===== src/rtl/cprc_cfg.svh =====
// Constants of the clock, power and reset control block
// Function
// - Divide the oscillator clock by two before internal use.
// - Setting the idle request bit stops the processor clock.
// - In idle, peripherals and interrupt logic stay clocked.
// - Interrupt or reset ends idle and restores the processor clock.
// - Setting the power-down request bit stops all clocks and the oscillator.
// - In power-down, interrupts are ignored; only reset resumes operation.
// - Sample the reset pin once per machine cycle at state 5 phase 2.
// - Filter reset glitches; only a properly held high level resets.
// - During reset, port latches load all ones and stack pointer seven.
// - During reset, power control clears to zero except bit 4.
// - During reset, other control registers clear; serial buffer keeps value; the code also keeps the interrupt mask.
// - Watchdog time-out 19.66 ms at code 000, doubling per code step.
// - Power-off flag in bit 4 set on power-on; software may clear.
// - Power control bit 0 requests idle, bit 1 requests power-down.
`ifndef CPRC_CFG_SVH
`define CPRC_CFG_SVH
// ****************************************************************
// Timing
// ****************************************************************
`define CPRC_CLK_NS 50
`define CPRC_PH_LAST 4'hB
`define CPRC_SAMPLE_PH 4'h9
`define CPRC_RST_SAMPLES 2'h2
`define CPRC_WDOG_T0_NS 19660000
`define CPRC_WDOG_BASE (`CPRC_WDOG_T0_NS / `CPRC_CLK_NS)
// ****************************************************************
// Register offsets
// ****************************************************************
`define CPRC_OFS_PWR 8'h00
`define CPRC_OFS_WDT 8'h04
`define CPRC_OFS_STAT 8'h08
`define CPRC_OFS_MASK 8'h0C
`define CPRC_OFS_STATE 8'h10
`define CPRC_OFS_PORT 8'h14
`define CPRC_OFS_SP 8'h18
`define CPRC_OFS_SERIAL_DATA_BUFFER 8'h1C
// ****************************************************************
// Fields and reset values
// ****************************************************************
`define CPRC_PWR_IDLE 0
`define CPRC_PWR_PD 1
`define CPRC_PWR_POF 4
`define CPRC_WDT_EN 0
`define CPRC_WDT_CLR 1
`define CPRC_WDT_IDLE 2
`define CPRC_WDT_RSTEN 3
`define CPRC_WDT_SEL 4
`define CPRC_IRQ_WDOG 0
`define CPRC_IRQ_RESET 1
`define CPRC_IRQ_WAKE 2
`define CPRC_PWR_POR 5'h10
`define CPRC_PORT_RST 8'hFF
`define CPRC_SP_RST 8'h07
`endif


===== src/rtl/cprc_pkg.sv =====
// Types of the clock, power and reset control block
package cprc_pkg;
    typedef enum logic [2:0]
    {
        cprc_run,
        cprc_idle,
        cprc_pdown,
        cprc_wake,
        cprc_reset
    } cprc_mode_type;

    typedef struct packed
    {
        logic osc_en;
        logic periph_en;
        logic cpu_en;
    } cprc_clk_type;
endpackage


===== src/rtl/cprc_top.sv =====
// Clock divider, idle/power-down control, reset qualifier and watchdog
`timescale 1ns/100ps
`default_nettype none
`include "cprc_cfg.svh"
module cprc_top #(
    parameter int WDOG_BASE_CYCLES = `CPRC_WDOG_BASE
) (
    // APB
    input wire logic pclk,
    input wire logic presetn,
    input wire logic psel,
    input wire logic penable,
    input wire logic pwrite,
    input wire logic [7:0] paddr,
    input wire logic [31:0] pwdata,
    output var logic [31:0] prdata,
    output logic pready,
    output logic pslverr,
    // Pins and requests
    input wire logic rst_pin_i,
    input wire logic irq_req_i,
    // Clock, reset, register and interrupt outputs
    output var cprc_pkg::cprc_clk_type clk_en_o,
    output logic sys_rst_o,
    output var logic [7:0] port_latch_o,
    output var logic [7:0] stack_ptr_o,
    output logic irq_o
);
// ****************************************************************
// State
// ****************************************************************
cprc_pkg::cprc_mode_type mode_q, mode_d;
cprc_pkg::cprc_clk_type clk_q, clk_d;
logic div_q, div_d;
logic [3:0] ph_q, ph_d;
logic pin_prev_q;
logic [1:0] hi_cnt_q, hi_cnt_d;
logic [4:0] pwr_q, pwr_d;
logic [6:0] wdt_q, wdt_d;
logic [2:0] stat_q, stat_d;
logic [2:0] mask_q, mask_d;
logic [7:0] port_q, port_d;
logic [7:0] sp_q, sp_d;
logic [7:0] serial_data_buffer_q, serial_data_buffer_d;
logic [31:0] wcnt_q, wcnt_d;
logic [31:0] prdata_d;
logic osc_run;
logic sample_pt;
logic pin_ok;
logic qual;
logic wd_run;
logic wd_to;
logic wd_rst;
logic [31:0] wlim;
logic wr;
logic hit;
logic [2:0] ev;

// ****************************************************************
// Bus decode
// ****************************************************************
always_comb
begin
    case (paddr)
        `CPRC_OFS_PWR, `CPRC_OFS_WDT, `CPRC_OFS_STAT, `CPRC_OFS_MASK,
        `CPRC_OFS_STATE, `CPRC_OFS_PORT, `CPRC_OFS_SP, `CPRC_OFS_SERIAL_DATA_BUFFER:
            hit = 1'b1;
        default:
            hit = 1'b0;
    endcase
end

assign pready = 1'b1;
assign pslverr = psel & penable & ~hit;
assign wr = psel & penable & pwrite & hit;

// Read data captured in the setup phase
always_comb
begin
    prdata_d = prdata;
    if (psel && !penable)
    begin
        case (paddr)
            `CPRC_OFS_PWR: prdata_d = {27'h0, pwr_q};
            `CPRC_OFS_WDT: prdata_d = {25'h0, wdt_q};
            `CPRC_OFS_STAT: prdata_d = {29'h0, stat_q};
            `CPRC_OFS_MASK: prdata_d = {29'h0, mask_q};
            `CPRC_OFS_STATE:
                prdata_d = {22'h0, hi_cnt_q, ph_q, 1'b0, mode_q};
            `CPRC_OFS_PORT: prdata_d = {24'h0, port_q};
            `CPRC_OFS_SP: prdata_d = {24'h0, sp_q};
            `CPRC_OFS_SERIAL_DATA_BUFFER: prdata_d = {24'h0, serial_data_buffer_q};
            default: prdata_d = 32'h0;
        endcase
    end
end

always_ff @(posedge pclk or negedge presetn)
begin
    if (!presetn)
        prdata <= 32'h0;
    else
        prdata <= prdata_d;
end

// ****************************************************************
// Timing: divider, phases, reset sampling, watchdog
// ****************************************************************
assign osc_run = (mode_q != cprc_pkg::cprc_pdown);
assign sample_pt = osc_run && (ph_q == `CPRC_SAMPLE_PH);
assign pin_ok = rst_pin_i & pin_prev_q;
assign qual = sample_pt && pin_ok
    && (hi_cnt_q == `CPRC_RST_SAMPLES - 2'h1);
assign wlim = 32'(WDOG_BASE_CYCLES)
    << wdt_q[`CPRC_WDT_SEL +: 3];
assign wd_run = osc_run && wdt_q[`CPRC_WDT_EN]
    && ((mode_q == cprc_pkg::cprc_run)
    || (mode_q == cprc_pkg::cprc_idle && wdt_q[`CPRC_WDT_IDLE]));
assign wd_to = wd_run && !wdt_q[`CPRC_WDT_CLR]
    && (wcnt_q == wlim - 32'h1);
assign wd_rst = wd_to && wdt_q[`CPRC_WDT_RSTEN];

always_comb
begin
    // Toggle halves the oscillator; frozen when it stops
    div_d = osc_run ? ~div_q : div_q;
    ph_d = ph_q;
    if (osc_run)
        ph_d = (ph_q == `CPRC_PH_LAST) ? 4'h0 : ph_q + 4'h1;
    hi_cnt_d = hi_cnt_q;
    if (sample_pt)
    begin
        if (!pin_ok)
            hi_cnt_d = 2'h0;
        else if (hi_cnt_q != `CPRC_RST_SAMPLES)
            hi_cnt_d = hi_cnt_q + 2'h1;
    end
    wcnt_d = wcnt_q;
    if (wdt_q[`CPRC_WDT_CLR] || wd_to || !wdt_q[`CPRC_WDT_EN])
        wcnt_d = 32'h0;
    else if (wd_run)
        wcnt_d = wcnt_q + 32'h1;
end

always_ff @(posedge pclk or negedge presetn)
begin
    if (!presetn)
    begin
        div_q <= 1'b0;
        ph_q <= 4'h0;
        pin_prev_q <= 1'b0;
        hi_cnt_q <= 2'h0;
        wcnt_q <= 32'h0;
    end
    else
    begin
        div_q <= div_d;
        ph_q <= ph_d;
        pin_prev_q <= rst_pin_i;
        hi_cnt_q <= hi_cnt_d;
        wcnt_q <= wcnt_d;
    end
end

// ****************************************************************
// Mode control and registers
// ****************************************************************
always_comb
begin
    mode_d = mode_q;
    pwr_d = pwr_q;
    wdt_d = wdt_q;
    mask_d = mask_q;
    port_d = port_q;
    sp_d = sp_q;
    serial_data_buffer_d = serial_data_buffer_q;
    ev = 3'h0;
    wdt_d[`CPRC_WDT_CLR] = 1'b0;
    if (wr)
    begin
        case (paddr)
            `CPRC_OFS_PWR: pwr_d = pwdata[4:0];
            `CPRC_OFS_WDT: wdt_d = pwdata[6:0];
            `CPRC_OFS_MASK: mask_d = pwdata[2:0];
            `CPRC_OFS_PORT: port_d = pwdata[7:0];
            `CPRC_OFS_SP: sp_d = pwdata[7:0];
            `CPRC_OFS_SERIAL_DATA_BUFFER: serial_data_buffer_d = pwdata[7:0];
            default: ;
        endcase
    end
    case (mode_q)
        cprc_pkg::cprc_run:
        begin
            if (qual || wd_rst)
                mode_d = cprc_pkg::cprc_reset;
            else if (pwr_q[`CPRC_PWR_PD])
                mode_d = cprc_pkg::cprc_pdown;
            else if (pwr_q[`CPRC_PWR_IDLE])
                mode_d = cprc_pkg::cprc_idle;
        end
        cprc_pkg::cprc_idle:
        begin
            if (qual || wd_rst)
                mode_d = cprc_pkg::cprc_reset;
            else if (pwr_q[`CPRC_PWR_PD])
                mode_d = cprc_pkg::cprc_pdown;
            else if (irq_req_i)
            begin
                mode_d = cprc_pkg::cprc_run;
                pwr_d[`CPRC_PWR_IDLE] = 1'b0;
                ev[`CPRC_IRQ_WAKE] = 1'b1;
            end
        end
        cprc_pkg::cprc_pdown:
        begin
            // Only the reset pin restarts the oscillator
            if (rst_pin_i)
                mode_d = cprc_pkg::cprc_wake;
        end
        cprc_pkg::cprc_wake:
        begin
            if (qual)
                mode_d = cprc_pkg::cprc_reset;
            else if (sample_pt && !pin_ok)
                mode_d = cprc_pkg::cprc_pdown;
        end
        cprc_pkg::cprc_reset:
        begin
            if (sample_pt && !pin_ok)
                mode_d = cprc_pkg::cprc_run;
        end
        default:
            mode_d = cprc_pkg::cprc_reset;
    endcase
    if (wd_to)
        ev[`CPRC_IRQ_WDOG] = 1'b1;
    if (mode_d == cprc_pkg::cprc_reset && mode_q != cprc_pkg::cprc_reset)
        ev[`CPRC_IRQ_RESET] = 1'b1;
    if (mode_q == cprc_pkg::cprc_reset)
    begin
        pwr_d = pwr_q & `CPRC_PWR_POR;
        wdt_d = 7'h0;
        port_d = `CPRC_PORT_RST;
        sp_d = `CPRC_SP_RST;
        serial_data_buffer_d = serial_data_buffer_q;
    end
    // Status: write one clears, a new event wins
    stat_d = stat_q;
    if (wr && paddr == `CPRC_OFS_STAT)
        stat_d = stat_q & ~pwdata[2:0];
    stat_d = stat_d | ev;
    clk_d.osc_en = (mode_d != cprc_pkg::cprc_pdown);
    clk_d.periph_en = clk_d.osc_en & div_d;
    clk_d.cpu_en = (mode_d == cprc_pkg::cprc_run) & div_d;
end

always_ff @(posedge pclk or negedge presetn)
begin
    if (!presetn)
    begin
        mode_q <= cprc_pkg::cprc_reset;
        clk_q <= '0;
        pwr_q <= `CPRC_PWR_POR;
        wdt_q <= 7'h0;
        stat_q <= 3'h0;
        mask_q <= 3'h0;
        port_q <= `CPRC_PORT_RST;
        sp_q <= `CPRC_SP_RST;
        serial_data_buffer_q <= 8'h0;
    end
    else
    begin
        mode_q <= mode_d;
        clk_q <= clk_d;
        pwr_q <= pwr_d;
        wdt_q <= wdt_d;
        stat_q <= stat_d;
        mask_q <= mask_d;
        port_q <= port_d;
        sp_q <= sp_d;
        serial_data_buffer_q <= serial_data_buffer_d;
    end
end

assign clk_en_o = clk_q;
assign sys_rst_o = (mode_q == cprc_pkg::cprc_reset);
assign port_latch_o = port_q;
assign stack_ptr_o = sp_q;
assign irq_o = |(stat_q & mask_q);
endmodule
`default_nettype wire


===== config.mk =====
export PLATFORM = sky130hd
export DESIGN_NAME = cprc_top
export DESIGN_NICKNAME = d
export VERILOG_FILES = /design/src/rtl/cprc_pkg.sv /design/src/rtl/cprc_top.sv
export VERILOG_INCLUDE_DIRS = /design/src /design/src/rtl
export SDC_FILE = /design/constraint.sdc
export NUM_CORES = 1
export LEC_CHECK = 0
export ABC_AREA = 1
export BUFFER_PORTS_ARGS = -buffer_cell sky130_fd_sc_hd__buf_2
export CORE_MARGIN = 2
export CORE_UTILIZATION = 35
export CTS_CLUSTER_SIZE = 20
export DETAILED_ROUTE_END_ITERATION = 6
export HOLD_SLACK_MARGIN = 0.05
export PLACE_DENSITY_LB_ADDON = 0.08
export SYNTH_ARGS = -nofsm -noshare
export SYNTH_HDL_FRONTEND = slang
export SYNTH_SLANG_ARGS = --single-unit

===== constraint.sdc =====
create_clock -name pclk -period 2.41 [get_ports pclk]
set_input_delay 0 -clock pclk [delete_from_list [all_inputs] [get_ports pclk]]
set_output_delay 0 -clock pclk [all_outputs]
set_load 0.005 [all_outputs]

==> impl_metrics.ini <==
[layout]
area_growth_pct = 17.1
final_util = 0.414
final_nets = 904
diodes = 0
layout-drive-gt1-share = 0.157

[detailed_routing]
totalWireLength_mm = 17.8
top_layer_used = met4
vias = 5342
drc = 0
wl_met2_mm = 8.87
wl_per_cell_um = 16.6
wl_met3_um = 581
met1_length_mm = 7.94
via_per_inst = 4.97
antenna_left = 0
drtIter0Drc = 343
dr.pass1.iters = 5

[logic_synthesis]
yosys-top-cells-count = 183 x nand2_1, 97 x inv_1, 87 x nor2_1, 85 x dfrtp_1, 58 x o21ai_0
ys_seq_area_frac = 0.426
synth_top_cell_area_share = 0.367
avgSynthCellArea_um2 = 7.57
synth_simple_gate_area_share = 0.302
synthCells = 766
synth-seq-cells = 98
synth.most_common_cell = nand2_1
synthXorXnorAreaFrac = 0.0302
synth_edf_count = 0
synth-compound-area-share = 0.115
syn_area_um2 = 5800
yosys_most_used_dff = dfrtp_1
synth_cell_types = 46
synth.largest_area_cell = dfrtp_1
yosys-top-cells-area = dfrtp_1 37%, nand2_1 12%, inv_1 6.3%
synth_adder_area_share = 0.0151
synth_top_family_by_area = simple AND/OR/NAND/NOR gates
yosys_warnings = 0
async_reset_ff_frac = 1.00
synthMuxAreaShare = 0

[floorplan]
dieHeight_um = 133
num_rows = 47
die_area_um2 = 17600
chipWidth_um = 133
initial_core_util = 0.353
ios = 102
design.core.area_um2 = 16400

[grt]
grt_usage = 0.209
antenna_found_initial = 0
first_global_vias = 5355
grt-ovfl-total = 0
grt_max_degree = 40
grt_first_pass_wirelength_mm = 28.8

[worst_hold_path]
holdPathEnd = prdata[5]
hold_depth = 5
hp-class = input port to register
hp-start = psel

[placed_design]
portBuffers = 54
hpwl_mm = 13.9
pre_cts_slack_ns = 0.132
gp_congestion = 0.941

[pwr]
pwr_density_cell_nw_per_um2 = 591
switching_share = 0.306
clkPwrFrac = 0.367
irDropWorstVdd_mv = 0.415
power.internal_uw = 2780
switchingPower_uw = 1230
power_frac_seq = 0.479
leakage_uw = 0.00318
comb_power_share = 0.154

[worst_setup_path]
cp.depth = 11
cp_slowest_cell = nor4_1
cp_top_family = simple AND/OR/NAND/NOR gates
worstPathRequired_ns = 2.66
r2r-end = wcnt_q[12]
path_buf_inv = 3
cp-start-kind = register
path_cells = buf_4 > clkinvlp_4 > nand2_1 > nand2_1 > nand2_1 > nand2_1 > nor4_1 > nand3_2 > nand2_1 > buf_12 > nor3b_1
worstSetupPathType = register to register
rr_startpoint = wdt_q[6]
reg2reg_depth = 11
arrival_ns = 2.48
path_max_fanout = 30
cp-end-kind = register
timing.critical_path.mode_cell = nand2_1
crit_path_max_incr_delay_ns = 0.43
r2r_slack_ns = 0.18

[clocking]
numCtsBuffers = 9
htreeDepth = 3
cts_root_buf = clkbuf_16
clk_pin_slew_ns = 0.08
insertion_delay_ns = 0.37
cts_setup_buffers = 0
cts_tree = yes
cts_sinks = 98
clk_path_buf_depth = 2

[sta]
fin_crit_ns = 2.23
rsz0062_at_grt = false
maxSlewViolCount = 0
finalCritPeriodShare = 0.927
relSlewSlack = 0.424
finClkSkew_ns = 0.00808
final_hold_viol_count = 0
tns_ns = 0
fmax_mhz = 448
setup_slack_ns = 0.176
worst_slew_pin_slew_ns = 0.855
setup_viol = 0

[run_status]
status = completed

[flow_run]
drv_cap = 0
-- worst min-delay path: stages --
cell     delay (ns)
buf_2          0.11
inv_1          0.05
nor2_1         0.10
nand2_1        0.10
nand2_1        0.04
-- metal layers --
metal  vias to the layer above  GRT usage
met5                         -          0
met1                      2562      0.270
met3                        26     0.0249
met4                         0     0.0836
li1                       2633          -
met2                       121      0.358
-- how the worst max path moves through the flow --
| stage | startpoint | end | slack, ns |
|---|---|---|---|
| final | wdt_q[6] | wcnt_q[12] | 0.18 |
| after global routing | wdt_q[6] | wcnt_q[14] | 0.006 |
| after CTS | wdt_q[6] | wcnt_q[12] | 0.13 |
| after detailed placement | wdt_q[6] | wcnt_q[12] | 0.13 |
| after global placement | wdt_q[6] | wcnt_q[12] | 0.17 |
| after floorplan | wdt_q[6] | wcnt_q[11] | 0.35 |
-- power by group through the flow --
| stage | Clock (µW) | Combinational [µW] | Sequential, µW |
|---|---|---|---|
| floorplan | 0 | 331 | 1940 |
| global placement | 0 | 605 | 1950 |
| detailed placement | 0 | 605 | 1950 |
| CTS | 1510 | 627 | 1920 |
| global route | 1580 | 699 | 1940 |
| finish | 1470 | 617 | 1920 |
-- through the flow --
stage | hold WS, ns | std cells | total power, µW | cell area, µm²
CTS | 0.0658 | 1075 | 4060 | 6770
floorplan | -0.296 | 787 | 2280 | 5880
detailed placement | 0.0196 | 1046 | 2560 | 6350
global placement | 0.00738 | 1046 | 2560 | 6350
finish | 0.0724 | 1075 | 4010 | 6790
global route | 0.0909 | 1075 | 4220 | 6790
-- area by class of cell --
type                    count  area (µm²)
repair buffers             88         586
well taps                 220         275
clock buffers               9         225
clock inverters             7        68.8
flip-flops and latches     98        2470
fillers                  1708        9620
inverters                 101         383
multi-input cells         552        2780
-- placed cells by master, fill, tap and decap left out, types with 3 or more instances in the layout --
master and n:
nand4_1 17, a21oi_1 19, inv_8 3, buf_4 20, conb_1 23, ha_1 7
nand2_2 4, nor2_1 85, xor2_1 20, o2111ai_1 4, o21ai_1 3, inv_1 96
dlygate4sd3_1 13, nor4_1 6, dfrtp_1 85, buf_2 53, o22ai_1 14, a221oi_1 4
nor3_1 19, nand3_2 5, a211oi_1 3, o21ai_0 58, nand2_1 183, dfstp_2 13
nand3_1 46, clkinv_4 3, nor4_2 3, o31ai_1 4, nor2_2 6, clkbuf_16 9
-- logic make-up after synthesis --
group	after synthesis
xor gates and xnor gates	20
and+or+nand+nor	386
buffers and inverters	137
adders and majority gates	7
AOI/OAI and AO/OA	116
DFF	98
other	2
-- sequential cells by signal, summed over array words and instances (netlist names) --
signal,count
wcnt_q,32
prdata,10
port_latch_o,8
serial_data_buffer_q,8
stack_ptr_o,8
wdt_q,7
pwr_q,5
ph_q,4
clk_en_o,3
mask_q,3
mode_q,3
stat_q,3
hi_cnt_q,2
div_q,1
pin_prev_q,1
-- what timing repair did --
action                     CTS  global route
gates resized for setup      0             4
hold buffers                13             0
setup endpoints to repair    0            32
hold endpoints to repair    77             0
Note: power is estimated with default switching activity, not from simulation.
